$ cat config.mk
export PLATFORM = sky130hd
export DESIGN_NAME = flash_cmd
export DESIGN_NICKNAME = d
export VERILOG_FILES = /design/src/flash_cmd.v
export VERILOG_INCLUDE_DIRS = /design/src
export SDC_FILE = /design/constraint.sdc
export NUM_CORES = 1
export LEC_CHECK = 0
export CAP_MARGIN = 20
export CORE_ASPECT_RATIO = 1.1
export CORE_MARGIN = 2
export CORE_UTILIZATION = 36
export CTS_BUF_LIST = sky130_fd_sc_hd__clkbuf_4 sky130_fd_sc_hd__clkbuf_8
export DETAILED_ROUTE_END_ITERATION = 7
export DONT_BUFFER_PORTS = 1
export HOLD_SLACK_MARGIN = 0.08
export PLACE_DENSITY_LB_ADDON = 0.2
export SLEW_MARGIN = 20
export SYNTH_ARGS = -nofsm -noshare
export SYNTH_HDL_FRONTEND = slang
export SYNTH_SLANG_ARGS = --single-unit
$ cat constraint.sdc
create_clock -name clk -period 4.1 [get_ports clk]
set_input_delay 0.615 -clock clk [delete_from_list [all_inputs] [get_ports clk]]
set_output_delay 0.615 -clock clk [all_outputs]
set_load 0.03 [all_outputs]
$ cat src/flash_cmd_map.vh
// constants for the serial flash read and erase command logic
`ifndef FLASH_CMD_MAP_VH
`define FLASH_CMD_MAP_VH
// ----------------------------------------
// opcodes
// ----------------------------------------
`define OP_FAST_READ 8'h0B
`define OP_DUAL_OUT_READ 8'h3B
`define OP_DUAL_IO_READ 8'hBB
`define OP_SMALL_ERASE_A 8'h20
`define OP_SMALL_ERASE_B 8'hD7
`define OP_SECTOR_ERASE 8'hD8
`define OP_WRITE_ENABLE 8'h06
// ----------------------------------------
// sequence counts (serial clocks after chip select falls)
// ----------------------------------------
`define CNT_OPCODE_END 6'h08
`define CNT_ADDR_END 6'h20
`define CNT_FAST_DATA 6'h28
`define CNT_DUAL_ADDR_END 6'h14
`define CNT_DUAL_IO_DATA 6'h18
`define ADDR_WRAP_MASK 24'h0FFFFF
// ----------------------------------------
// erase timing
// ----------------------------------------
`define SMALL_ERASE_MS 10
`define SECTOR_ERASE_MS 15
`define CLK_KHZ 40000
`endif

$ cat src/flash_cmd.v
// serial flash read and erase command sequencer
`include "flash_cmd_map.vh"
module flash_cmd #(
    parameter SMALL_ERASE_CYCLES = `SMALL_ERASE_MS * `CLK_KHZ,
    parameter SECTOR_ERASE_CYCLES = `SECTOR_ERASE_MS * `CLK_KHZ
) (
    input wire clk,
    input wire resetn,
    input wire cs_n,
    input wire sck,
    input wire data_line_0_in,
    output reg data_line_0_out,
    output reg data_line_0_oe_n,
    input wire data_line_1_in,
    output reg data_line_1_out,
    output reg data_line_1_oe_n,
    output reg rd_req_valid,
    output reg [23:0] rd_req_addr,
    input wire rd_req_ready,
    input wire rd_data_valid,
    input wire [7:0] rd_data,
    output reg rd_data_ready,
    output reg erase_valid,
    output reg erase_small,
    output reg [23:0] erase_addr,
    input wire erase_ready,
    output reg busy,
    output reg write_enable_latch
);
// ----------------------------------------
// synchronisers and edges
// ----------------------------------------
reg [1:0] cs_s_q, sck_s_q, d0_s_q, d1_s_q;
reg cs_d_q, sck_d_q;
wire cs_lo = ~cs_s_q[1];
wire sck_rise = sck_s_q[1] & ~sck_d_q;
wire sck_fall = ~sck_s_q[1] & sck_d_q;
wire cs_rise = cs_s_q[1] & ~cs_d_q;
always @(posedge clk) begin
    if (!resetn) begin
        cs_s_q <= 2'h3;
        sck_s_q <= 2'h0;
        d0_s_q <= 2'h0;
        d1_s_q <= 2'h0;
        cs_d_q <= 1'h1;
        sck_d_q <= 1'h0;
    end else begin
        cs_s_q <= {cs_s_q[0], cs_n};
        sck_s_q <= {sck_s_q[0], sck};
        d0_s_q <= {d0_s_q[0], data_line_0_in};
        d1_s_q <= {d1_s_q[0], data_line_1_in};
        cs_d_q <= cs_s_q[1];
        sck_d_q <= sck_s_q[1];
    end
end
// ----------------------------------------
// two-entry read data buffer
// ----------------------------------------
reg [7:0] buf_q [0:1];
reg buf_wp_q, buf_rp_q;
reg [1:0] buf_cnt_q;
wire buf_full = buf_cnt_q == 2'h2;
wire buf_empty = buf_cnt_q == 2'h0;
// push only on a real handshake, so a word offered to a full buffer is held, not lost
wire buf_push = rd_data_valid & rd_data_ready;
wire buf_pop;
// ----------------------------------------
// command state
// ----------------------------------------
localparam ST_IDLE = 3'h0, ST_CMD = 3'h1, ST_ADDR = 3'h2, ST_DUMMY = 3'h3;
localparam ST_DATA = 3'h4, ST_DONE = 3'h5;
reg [2:0] st_q;
reg [5:0] clk_cnt_q;
reg [7:0] op_q;
reg [23:0] addr_q;
reg [7:0] shift_q;
reg [2:0] bit_cnt_q;
reg dual_q;
reg [22:0] timer_q;

function [23:0] next_addr;
    input [23:0] a;
    begin
        next_addr = (a + 24'h000001) & `ADDR_WRAP_MASK;
    end
endfunction

wire is_dual_io = op_q == `OP_DUAL_IO_READ;
wire is_read = (op_q == `OP_FAST_READ) | (op_q == `OP_DUAL_OUT_READ) | is_dual_io;
wire is_erase = (op_q == `OP_SMALL_ERASE_A) | (op_q == `OP_SMALL_ERASE_B)
                | (op_q == `OP_SECTOR_ERASE);
wire [5:0] addr_end = is_dual_io ? `CNT_DUAL_ADDR_END : `CNT_ADDR_END;
wire [5:0] data_start = is_dual_io ? `CNT_DUAL_IO_DATA : `CNT_FAST_DATA;

function [23:0] erase_base;
    input sector;
    input [23:0] a;
    begin
        if (sector)
            erase_base = {4'h0, a[19:16], 16'h0000};
        else
            erase_base = {4'h0, a[19:12], 12'h000};
    end
endfunction

wire data_fall = cs_lo & sck_fall & is_read & (clk_cnt_q >= data_start);
wire first_fall = clk_cnt_q == data_start;
wire byte_start = data_fall & ((bit_cnt_q == 3'h0) | first_fall);
wire addr_done = cs_lo & sck_rise & (clk_cnt_q == addr_end);
// a new read drops whatever the last one prefetched past its end
wire buf_flush = addr_done & is_read;
assign buf_pop = byte_start & ~buf_empty;
wire [1:0] buf_cnt_d = buf_flush ? 2'h0 : buf_cnt_q + {1'b0, buf_push} - {1'b0, buf_pop};
// an empty buffer sends all ones rather than stall the link
wire [7:0] buf_head = buf_empty ? 8'hFF : buf_q[buf_rp_q];
wire erase_ok = cs_rise & is_erase & (clk_cnt_q == `CNT_ADDR_END) & write_enable_latch & ~busy;

// ----------------------------------------
// serial sequence and pins
// ----------------------------------------
always @(posedge clk) begin
    if (!resetn) begin
        st_q <= ST_IDLE;
        clk_cnt_q <= 6'h00;
        op_q <= 8'h00;
        addr_q <= 24'h000000;
        shift_q <= 8'h00;
        bit_cnt_q <= 3'h0;
        dual_q <= 1'b0;
        data_line_0_out <= 1'b0;
        data_line_1_out <= 1'b0;
        data_line_0_oe_n <= 1'b1;
        data_line_1_oe_n <= 1'b1;
        rd_req_valid <= 1'b0;
        rd_req_addr <= 24'h000000;
    end else begin
        if (rd_req_valid & rd_req_ready) begin
            rd_req_valid <= 1'b0;
        end
        if (!cs_lo) begin
            data_line_0_oe_n <= 1'b1;
            data_line_1_oe_n <= 1'b1;
            st_q <= ST_IDLE;
            clk_cnt_q <= 6'h00;
            dual_q <= 1'b0;
        end
        if (cs_rise) begin
            op_q <= 8'h00;
        end
        if (cs_lo && sck_rise) begin
            // saturates so a long read never wraps back into the opcode phase
            if (clk_cnt_q != 6'h3F) begin
                clk_cnt_q <= clk_cnt_q + 6'h01;
            end
            if (clk_cnt_q < `CNT_OPCODE_END) begin
                op_q <= {op_q[6:0], d0_s_q[1]};
                st_q <= ST_CMD;
            end else if (clk_cnt_q < addr_end) begin
                st_q <= ST_ADDR;
                if (is_dual_io) begin
                    addr_q <= {addr_q[21:0], d1_s_q[1], d0_s_q[1]};
                end else begin
                    addr_q <= {addr_q[22:0], d0_s_q[1]};
                end
            end else if (clk_cnt_q < data_start) begin
                st_q <= ST_DUMMY;
            end
            // first fetch on the next sck rise after the address is complete
            if (addr_done && is_read) begin
                rd_req_valid <= 1'b1;
                rd_req_addr <= addr_q & `ADDR_WRAP_MASK;
            end
        end
        // first bit on the fall ending clock 40 or 24
        if (data_fall) begin
            if (first_fall) begin
                st_q <= ST_DATA;
                dual_q <= op_q != `OP_FAST_READ;
                data_line_1_oe_n <= 1'b0;
                data_line_0_oe_n <= op_q == `OP_FAST_READ;
            end
            if (byte_start) begin
                shift_q <= buf_head;
                rd_req_valid <= 1'b1;
                rd_req_addr <= next_addr(first_fall ? addr_q : rd_req_addr);
                data_line_1_out <= buf_head[7];
                if (op_q == `OP_FAST_READ) begin
                    bit_cnt_q <= 3'h7;
                end else begin
                    data_line_0_out <= buf_head[6];
                    bit_cnt_q <= 3'h3;
                end
            end else begin
                bit_cnt_q <= bit_cnt_q - 3'h1;
                if (dual_q) begin
                    data_line_1_out <= shift_q[(bit_cnt_q << 1) - 3'h1];
                    data_line_0_out <= shift_q[(bit_cnt_q << 1) - 3'h2];
                end else begin
                    data_line_1_out <= shift_q[bit_cnt_q - 3'h1];
                end
            end
        end
    end
end

// ----------------------------------------
// write enable and erase timer
// ----------------------------------------
always @(posedge clk) begin
    if (!resetn) begin
        erase_valid <= 1'b0;
        erase_small <= 1'b0;
        erase_addr <= 24'h000000;
        busy <= 1'b0;
        write_enable_latch <= 1'b0;
        timer_q <= 23'h000000;
    end else begin
        if (erase_valid & erase_ready) begin
            erase_valid <= 1'b0;
        end
        if (busy) begin
            if (timer_q == 23'h000000) begin
                busy <= 1'b0;
            end else begin
                timer_q <= timer_q - 23'h000001;
            end
        end
        if (cs_rise && op_q == `OP_WRITE_ENABLE && clk_cnt_q == `CNT_OPCODE_END) begin
            write_enable_latch <= 1'b1;
        end
        if (erase_ok) begin
            erase_valid <= 1'b1;
            erase_small <= op_q != `OP_SECTOR_ERASE;
            erase_addr <= erase_base(op_q == `OP_SECTOR_ERASE, addr_q);
            busy <= 1'b1;
            timer_q <= (op_q == `OP_SECTOR_ERASE) ? SECTOR_ERASE_CYCLES[22:0]
                                                  : SMALL_ERASE_CYCLES[22:0];
            write_enable_latch <= 1'b0;
        end
    end
end

// ----------------------------------------
// read data buffer pointers
// ----------------------------------------
always @(posedge clk) begin
    if (!resetn) begin
        buf_wp_q <= 1'b0;
        buf_rp_q <= 1'b0;
        buf_cnt_q <= 2'h0;
        rd_data_ready <= 1'b0;
    end else begin
        // ready follows the next count, so a full buffer never takes a word
        rd_data_ready <= buf_cnt_d != 2'h2;
        buf_cnt_q <= buf_cnt_d;
        if (buf_flush) begin
            buf_wp_q <= 1'b0;
            buf_rp_q <= 1'b0;
        end else begin
            if (buf_push) begin
                buf_wp_q <= ~buf_wp_q;
            end
            if (buf_pop) begin
                buf_rp_q <= ~buf_rp_q;
            end
        end
    end
end

always @(posedge clk) begin
    if (buf_push) begin
        buf_q[buf_wp_q] <= rd_data;
    end
end
endmodule

== Yosys cells after proc, flatten, opt, wreduce, memory -nomap -nowiden ==
Memories as Yosys holds them, arrays and structs flattened. A register that Yosys moved wholly into a read port is not among the register bits.
Cells that the tools add are included.

* Bits in registers: 137
* Latch bits: 0
* RAM bits: 16
* ROM bits: 0
* Memories kept: 1

{| class="wikitable"
|+ Memories
! name !! depth !! bits a word !! read ports !! clocked after Yosys merged registers in !! write ports !! RTL line !! RTL
|-
| buf_q || 2 || 8 || 1 || 1 || 1 || flash_cmd.v:59 || <nowiki>reg [7:0] buf_q [0:1];</nowiki>
|}

* Add/subtract/negate cells: 8
* $mul: 0
* Div/mod/pow operators: 0
* Order comparisons: 6
* Equality and inequality tests: 17
* Shift operators: 0
* Multiplexer cells: 57
* Bitwise gates (word level): 33
* Reductions and logical operators: 16

{| class="wikitable"
|+ Operator list
! operator !! count
|-
| two-way mux 24 bit || 4
|-
| two-way mux 23 bit || 3
|-
| two-way mux 20 bit || 3
|-
| two-way mux 8 bit || 4
|-
| two-way mux 1 bit || 31
|-
| two-way mux 6 bit || 5
|-
| == test 8 bit, second input constant || 3
|-
| logical NOT 23 bit || 1
|-
| subtractor 23 x 1 -> 23 bit, second input constant || 1
|-
| adder 20 x 1 -> 20 bit, second input constant || 1
|-
| bitwise AND 1 bit || 18
|-
| == test 8 x 6 -> 1 bit, second input constant || 2
|-
| two-way mux 16 bit || 1
|-
| == test 6 bit || 2
|-
| < comparator 3 x 4 -> 1 bit, second input constant || 3
|-
| NOT 1 bit || 10
|-
| binary-select mux 1 bit (select 3 bit) || 3
|-
| == test 8 x 3 -> 1 bit, second input constant || 1
|-
| == test 8 x 4 -> 1 bit, second input constant || 1
|-
| inequality test 8 x 4 -> 1 bit, second input constant || 1
|-
| inequality test 8 bit, second input constant || 1
|-
| adder 6 x 1 -> 6 bit, second input constant || 1
|-
| == test 6 x 4 -> 1 bit, second input constant || 1
|-
| == test 6 bit, second input constant || 1
|-
| other kinds (19) || 35
|}

== Depth between registers and ports, before layout ==
Gate-level depths: netlist of run 1.

* Depth after elaboration: 10
* Depth in mapped cells: 16
* Depth with buffers taken out: 14

== Worst setup path before layout of run 1 ==
No wires, ideal clock.

* Path type: register to register
* Start point: register op_q[4]
* End point: register rd_req_addr[18]
* Setup time: 0.122 ns
* Arrival time: 3.287 ns
* Path slack: 0.692 ns
* Stages on the path, launching flop included: 16
* Buffers on the path: 3
* Path through: dfxtp_1 -> buf_2 -> nand3_2 -> nor3_4 -> mux2i_1 -> clkbuf_1 -> nand2_1 -> nand2_1 -> ha_1 -> clkbuf_1 -> nand3_1 -> nor3_1 -> nand4_1 -> xnor2_1 -> mux2i_1 -> o22ai_1

* Cells in the longest elaborated chain, start to end: 9
* Elaborated cells between the ends (all ways): 22
* Those cells by class: add/sub: 1; order compare: 1; eq/ne: 5; mux: 7; bitwise: 7; reduce/logical: 1

{| class="wikitable"
|+ Ends and longest elaborated chain
! element !! RTL line !! RTL
|-
| start: declaration || flash_cmd.v:74 || <nowiki>reg [7:0] op_q;</nowiki>
|-
| start signal: assignment || flash_cmd.v:156 || <nowiki>op_q <= {op_q[6:0], d0_s_q[1]};</nowiki>
|-
| branches (longest 8 deep; another with adder 20 x 1 -> 20 bit) || -- ||
|-
| two-way mux 24 bit (*) || flash_cmd.v:175 || <nowiki>if (data_fall) begin</nowiki>
|-
| end signal: assignment || flash_cmd.v:171 || <nowiki>rd_req_addr <= addr_q & `ADDR_WRAP_MASK;</nowiki>
|-
| end signal: assignment || flash_cmd.v:185 || <nowiki>rd_req_addr <= next_addr(first_fall ? addr_q : rd_req_addr);</nowiki>
|-
| end: declaration || flash_cmd.v:18 || <nowiki>output reg [23:0] rd_req_addr,</nowiki>
|}

Every way passes the cells marked *.
A chain may end at the register's enable or synchronous reset.

== Worst setup path in the final report of run 1 ==
Ends and elaborated chain as after synthesis.

==> flow_metrics.env, run 1 <==
export IMPL_start_util=0.367
export IMPL_first_global_vias=5706
export IMPL_path_class="reg -> reg"
export IMPL_mostFrequentLayoutCells="126 x dfxtp_1, 90 x nand2_1, 55 x nor2_1, 41 x nand3_1, 34 x mux2i_1"
export IMPL_yosysSeqAreaShare=0.397
export IMPL_ioPinCount=75
export IMPL_tightest_slew_ns=0.992
export IMPL_status="finished, final reports clean"
export IMPL_end_kind="register"
export IMPL_worstPathRequired_ns=4.45
export IMPL_syn_area_um2=7560
export IMPL_clk_insertion_delay_late_ns=0.47
export IMPL_cts_buffers=17
export IMPL_wl_um=19200
export IMPL_die_w_um=142
export IMPL_final_common_cell="dfxtp_1"
export IMPL_rsz0062_at_grt="no"
export IMPL_dr_pass1_iters=5
export IMPL_cp_slowest_stage_delay_ns=0.70
export IMPL_track_usage=0.177
export IMPL_post_cts_buffers=0
export IMPL_vias=6132
export IMPL_synth_flop_cell="dfxtp_1"
export IMPL_pwr_density_cell_nw_per_um2=333
export IMPL_cts_buffer_depth=2
export IMPL_fmax_mhz=285
export IMPL_gp_congestion=0.822
export IMPL_max_slew_margin_rel=0.335
export IMPL_hold_depth=0
export IMPL_period_needed_ns=3.50
export IMPL_peakVddDrop_mv=0.254
export IMPL_r2r_worst_path_cells=11
export IMPL_crit_path_start_kind="register"
export IMPL_grt_antenna_before_repair=0
export IMPL_critPathSlowestCell="nor3_1"
export IMPL_dp_hpwl_um=13000
export IMPL_r2r_start="op_q[4]$_SDFF_PN0_"
export IMPL_io_buffers=0
export IMPL_grt_overflow=0
export IMPL_critPathMaxFanout=9
export IMPL_p_leak_nw=3.02
export IMPL_synth_seq_cells=142
export IMPL_grt_start_max_net_pins=103
export IMPL_critPathArrivalTime_ns=3.85
export IMPL_hold_viol_final=0
export IMPL_synth_compound_area_frac=0.165
export IMPL_n_antenna_cell=0
export IMPL_setup_violations=0
export IMPL_syn2layout_area_growth_pct=7.22
export IMPL_synth_xor_area_frac=0.0429
export IMPL_core_area_um2=20600
export IMPL_root_buffer="clkbuf_8"
export IMPL_avgSynthCellArea_um2=8.83
export IMPL_dieArea_um2=22200
export IMPL_final_period_utilization=0.855
export IMPL_nets=854
export IMPL_rrSetupSlack_ns=0.60
export IMPL_synthDistinctLibCells=75
export IMPL_cap_violations=0
export IMPL_synthCells=856
export IMPL_cp_cell_sequence="nand3_2 > nor3_4 > mux2i_2 > mux2_2 > ha_1 > nand3_1 > nor3_1 > nand4_1 > xnor2_1 > mux2i_1 > o22ai_1"
export IMPL_wl_per_cell_um=17.5
export IMPL_slew_viol_final=0
export IMPL_totalPowerFinal_w=0.00270
export IMPL_ant_nets=0
export IMPL_fill_cells=2090
export IMPL_synth_edf_count=16
export IMPL_min_delay_start="rd_data[4]"
export IMPL_cts_htree_levels=4
export IMPL_cts_hold_buffers=0
export IMPL_hold_path_class="in -> reg"
export IMPL_layout_drive_gt1_share=0.0939
export IMPL_drt_initial_drc_count=362
export IMPL_ys_warn_count=0
export IMPL_synth_top_family_by_area="simple AND/OR/NAND/NOR gates"
export IMPL_path_clk_slew_ns=0.09
export IMPL_finClkSkew_ns=0.0139
export IMPL_synth_mux_area_frac=0.0746
export IMPL_cts_sinks=142
export IMPL_rr_endpoint="rd_req_addr[18]$_SDFF_PN0_"
export IMPL_cts_resized=0
export IMPL_cts_tree="built"
export IMPL_synthArstFlopShare=0
export IMPL_drcViolationCount=0
export IMPL_synth_simple_area_share=0.250
export IMPL_dieHeight_um=156
export IMPL_viasPerCell=5.59
export IMPL_hold_end="buf_q[1][4]$_DFFE_PP_"
export IMPL_synthAdderAreaFrac=0.0149
export IMPL_grt_pass1_wl_um=31000
export IMPL_tns_ns=0
export IMPL_num_rows=55
==> layout make-up <==
cell class                 instances  area (um2)  share of cell area
clock buffer                      17         234              0.0289
clock inverter                    15         188              0.0232
inverter                          16        60.1             0.00741
multi-input combinational        639        4210               0.519
sequential                       142        3000               0.370
tap                              256         320              0.0395
timing repair buffer              12        90.1              0.0111
==> flip-flops by register name, indices dropped and copies added, names as in the netlist, 6 cells and up, named ones only <==
name	flops
addr_q	20
buf_q	16
clk_cnt_q	6
erase_addr	8
op_q	8
rd_req_addr	24
shift_q	8
timer_q	23
==> critical path, delay by kind of cell (launching register included) <==
kind	cells	cell delay (ns)
xor gates and xnor gates	1	0.16
adders and majority gates	1	0.38
AOI/OAI and AO/OA	1	0.10
and+or+nand+nor	5	1.49
muxes	3	0.73
DFF	1	0.50
==> power by group <==
| group | internal, W | switching (W) | total [W] |
|---|---|---|---|
| logic | 0.0000154 | 0.0000417 | 0.0000571 |
| registers | 0.00142 | 0.00000768 | 0.00142 |
| clock network | 0.000575 | 0.000643 | 0.00122 |
| total | 0.00201 | 0.000692 | 0.00270 |
==> Yosys cell counts (11+ instances only) <==
library cell | instances | area share
xnor2_1 | 20 | 0.023
nor2b_1 | 18 | 0.015
xor2_1 | 17 | 0.020
nor2_1 | 55 | 0.027
o21ai_0 | 30 | 0.020
nor3_1 | 24 | 0.016
mux2i_1 | 35 | 0.046
o21a_1 | 11 | 0.011
clkbuf_1 | 48 | 0.024
and3_1 | 19 | 0.016
inv_1 | 16 | 0.0079
o211a_1 | 23 | 0.030
mux2_2 | 11 | 0.016
nor4_1 | 11 | 0.0091
buf_4 | 16 | 0.016
a21oi_1 | 31 | 0.021
dfxtp_1 | 126 | 0.33
nand3_1 | 41 | 0.027
nand2_1 | 90 | 0.045
edfxtp_1 | 16 | 0.064
and2_1 | 13 | 0.011
nand4_1 | 24 | 0.020
a21boi_0 | 21 | 0.021
==> layer usage <==
metal,vias up,wire [um],global-route usage,part of all wire
li1,3038,-,-,-
met1,2906,8870,0.228,0.46
met2,160,8820,0.285,0.46
met3,28,1210,0.0506,0.063
met4,0,329,0.0567,0.017
met5,-,0,0,0
==> worst max-delay path by stage <==
stage	from	to	slack, ns	depth (start not counted)
2_1_floorplan	op_q[4]$_SDFF_PN0_	rd_req_addr[18]$_SDFF_PN0_	0.69	15
3_3_place_gp	bit_cnt_q[0]$_SDFFE_PN0N_	rd_data_ready$_SDFF_PN0_	0.67	13
3_5_place_dp	bit_cnt_q[0]$_SDFFE_PN0N_	rd_data_ready$_SDFF_PN0_	0.67	13
4_1_cts	bit_cnt_q[0]$_SDFFE_PN0N_	rd_data_ready$_SDFF_PN0_	0.58	13
5_1_grt	bit_cnt_q[0]$_SDFFE_PN0N_	rd_data_ready$_SDFF_PN0_	0.24	13
6_report	op_q[4]$_SDFF_PN0_	rd_req_addr[18]$_SDFF_PN0_	0.60	11
==> stage by stage <==
| stage | util | hold slack [ns] | instance area [um2] | setup WS (ns) | std cells |
|---|---|---|---|---|---|
| 6_report | 0.394 | 0.237 | 8110 | 0.596 | 1097 |
| 5_1_grt | 0.394 | 0.202 | 8110 | 0.240 | 1097 |
| 4_1_cts | 0.394 | 0.204 | 8110 | 0.575 | 1097 |
| 3_5_place_dp | 0.373 | 0.401 | 7680 | 0.669 | 1065 |
| 3_3_place_gp | 0.373 | 0.394 | 7680 | 0.670 | 1065 |
| 2_1_floorplan | - | 0.386 | 7620 | 0.692 | 871 |
==> cells by family after synthesis <==
group                      after synthesis
AOI/OAI and AO/OA                      173
DFF                                    142
adders and majority gates                9
muxes                                   50
and+or+nand+nor                        354
other                                    1
buffers and inverters                   90
xor gates and xnor gates                37
No activity file was read; power rests on OpenSTA's default activity.
==> run 2: changes to the inputs <==
Settings changed: ABC_AREA set to 1, CELL_PAD_IN_SITES_DETAIL_PLACEMENT set to 1, CELL_PAD_IN_SITES_GLOBAL_PLACEMENT set to 2.
==> run 2 against run 1 <==
Effect of this change: count of clock-buffer cells in the layout is the same; total power rose by 2.8%; flip-flop and latch count unchanged; via count grew 8.2%; die area fell by 2.7%; combinational power up 17%; final cell count up 18%; critical path type unchanged; largest cell class unchanged.
==> flow_metrics.env, run 2 <==
export IMPL_status="finished, final reports clean"
export IMPL_clk_insertion_delay_late_ns=0.46
export IMPL_dp_cells=1265
export IMPL_reg_top3="rd_req_addr: 24 flops, timer_q: 23 flops, addr_q: 20 flops"
export IMPL_final_common_cell="nand2_1"
export IMPL_yosysMostFrequentCell="nand2_1"
export IMPL_layout_drive_gt1_share=0.0804
export IMPL_end_kind="register"
export IMPL_final_period_utilization=0.688
export IMPL_core_area_um2=19900
export IMPL_cts_buffers=17
export IMPL_cts_buffer_depth=2
export IMPL_first_global_vias=6854
export IMPL_place_area_um2=7510
export IMPL_rsz0062_at_grt="no"
export IMPL_critPathMaxFanout=16
export IMPL_synthDistinctLibCells=50
export IMPL_ioPinCount=75
export IMPL_synth_seq_cells=142
export IMPL_drt_initial_drc_count=286
export IMPL_cts_htree_levels=4
export IMPL_ys_warn_count=0
export IMPL_period_needed_ns=2.82
export IMPL_syn_area_um2=7350
export IMPL_cap_violations=0
export IMPL_mostFrequentLayoutCells="225 x nand2_1, 136 x inv_1, 126 x dfxtp_1, 100 x nor2_1, 73 x o21ai_0"
export IMPL_n_antenna_cell=0
export IMPL_grt_pass1_wl_um=35400
export IMPL_ys_top_cells_by_area="dfxtp_1 34%, nand2_1 11%, inv_1 6.9%"
export IMPL_nets=1058
export IMPL_dieArea_um2=21600
export IMPL_critPathArrivalTime_ns=3.12
export IMPL_crit_path_start_kind="register"
export IMPL_pwr_density_cell_nw_per_um2=349
export IMPL_path_clk_slew_ns=0.10
export IMPL_viasPerCell=5.11
export IMPL_regMostFlops="rd_req_addr"
export IMPL_largest_reg_flops=24
export IMPL_stdcell_area_um2=7960
export IMPL_syn2layout_area_growth_pct=8.22
export IMPL_cts_hold_buffers=0
export IMPL_wl_per_cell_um=16.7
export IMPL_synth_edf_count=16
export IMPL_tightest_slew_ns=0.928
export IMPL_grt_overflow=0
export IMPL_vias=6632
export IMPL_fmax_mhz=355
export IMPL_cts_tree="built"
export IMPL_max_slew_margin_rel=0.380
export IMPL_synth_flop_cell="dfxtp_1"
export IMPL_synthArstFlopShare=0
export IMPL_die_w_um=140
export IMPL_finClkSkew_ns=0.0150
export IMPL_rrSetupSlack_ns=1.28
export IMPL_root_buffer="clkbuf_8"
export IMPL_path_class="reg -> reg"
export IMPL_hold_path_class="in -> reg"
export IMPL_dp_hpwl_um=15900
export IMPL_io_buffers=0
export IMPL_worstPathRequired_ns=4.40
export IMPL_dr_pass1_iters=4
export IMPL_start_util=0.369
export IMPL_gp_congestion=0.827
export IMPL_dieHeight_um=154
export IMPL_slew_viol_final=0
export IMPL_setup_violations=0
export IMPL_drcViolationCount=0
export IMPL_synth_largest_area_cell="dfxtp_1"
export IMPL_yosysTopAreaCellShare=0.343
export IMPL_preCtsSetupSlack_ns=1.25
export IMPL_avgSynthCellArea_um2=7.07
export IMPL_grt_antenna_before_repair=0
export IMPL_p_leak_nw=3.26
export IMPL_yosysSeqAreaShare=0.408
export IMPL_cts_sinks=142
export IMPL_cts_resized=0
export IMPL_synthCells=1040
export IMPL_num_rows=54
export IMPL_setup_ws_ns=1.28
export IMPL_ant_nets=0
export IMPL_grt_start_max_net_pins=65
export IMPL_peakVddDrop_mv=0.181
export IMPL_synth_top_cells_by_count="225 x nand2_1, 136 x inv_1, 126 x dfxtp_1"
export IMPL_hold_viol_final=0
export IMPL_post_cts_buffers=0
export IMPL_holdWs_ns=0.221
export IMPL_wl_um=21600
export IMPL_tns_ns=0
export IMPL_finalNonFillerCells=1297
export IMPL_track_usage=0.206
[run 2: changes by cell type after synthesis, sizes merged, moves of 34 or more]
cell	previous run	this run
nor2	56	111
inv	16	146
a21oi	31	65
o21ai	34	84
nand2	90	235
mux2i	35	0
[run 2: logic make-up after synthesis]
group                    share of synthesized area
flip-flops                                   0.408
AO/OA/AOI/OAI                                0.177
AND/OR/NAND/NOR                              0.272
other                                     0.000510
XOR/XNOR                                    0.0119
buffers and inverters                        0.115
adder cells (fa/ha/maj)                     0.0153
[run 2: final timing paths]
check,startpoint,endpoint,cells past startpoint
worst min register to register,d0_s_q[0]$_SDFF_PN0_,d0_s_q[1]$_SDFF_PN0_,2
worst min-delay path,resetn,data_line_0_oe_n$_SDFF_PN1_,1
worst max register to register,clk_cnt_q[0]$_SDFF_PN0_,rd_data_ready$_SDFF_PN0_,16
worst max-delay path,clk_cnt_q[0]$_SDFF_PN0_,rd_data_ready$_SDFF_PN0_,16
[run 2: area by class of cell]
cell class,count,area [um2]
clock buffer,17,234
clock inverter,15,214
fill,2511,12000
inverter,146,548
multi-input combinational,715,3570
sequential,142,3000
tap,252,315
timing repair buffer,10,75.1
[run 2: report_power, final]
group	switching (W)	leakage, nW	internal [W]	total (W)
Combinational	0.0000533	1.87	0.0000136	0.0000669
Clock	0.000646	0.224	0.000635	0.00128
Sequential	0.00000895	1.16	0.00142	0.00143
Total	0.000709	3.26	0.00207	0.00278
[run 2: through the flow]
step | total power [W] | util
2_1_floorplan | 0.00153 | -
3_3_place_gp | 0.00153 | 0.377
3_5_place_dp | 0.00153 | 0.377
4_1_cts | 0.00281 | 0.399
5_1_grt | 0.00287 | 0.399
6_report | 0.00278 | 0.399
[run 2: critical path, stage by stage, from the launching register on]
cell and delay, ns:
dfxtp_1 0.32, inv_1 0.13, ha_1 0.22, nand2_1 0.11, nor2_4 0.09, buf_4 0.24
nand4_4 0.12, inv_2 0.15, nand2_1 0.15, nand2_2 0.12, nand2_1 0.08, inv_1 0.19
ha_1 0.27, inv_1 0.05, ha_1 0.15, xnor2_1 0.15, a31oi_1 0.12
[run 2: layer usage]
layer | vias up | part of all wire | global-route usage
met5 | - | 0 | 0
met4 | 0 | 0.019 | 0.0693
met3 | 24 | 0.044 | 0.0452
met2 | 125 | 0.48 | 0.359
met1 | 3099 | 0.45 | 0.251
li1 | 3384 | - | -
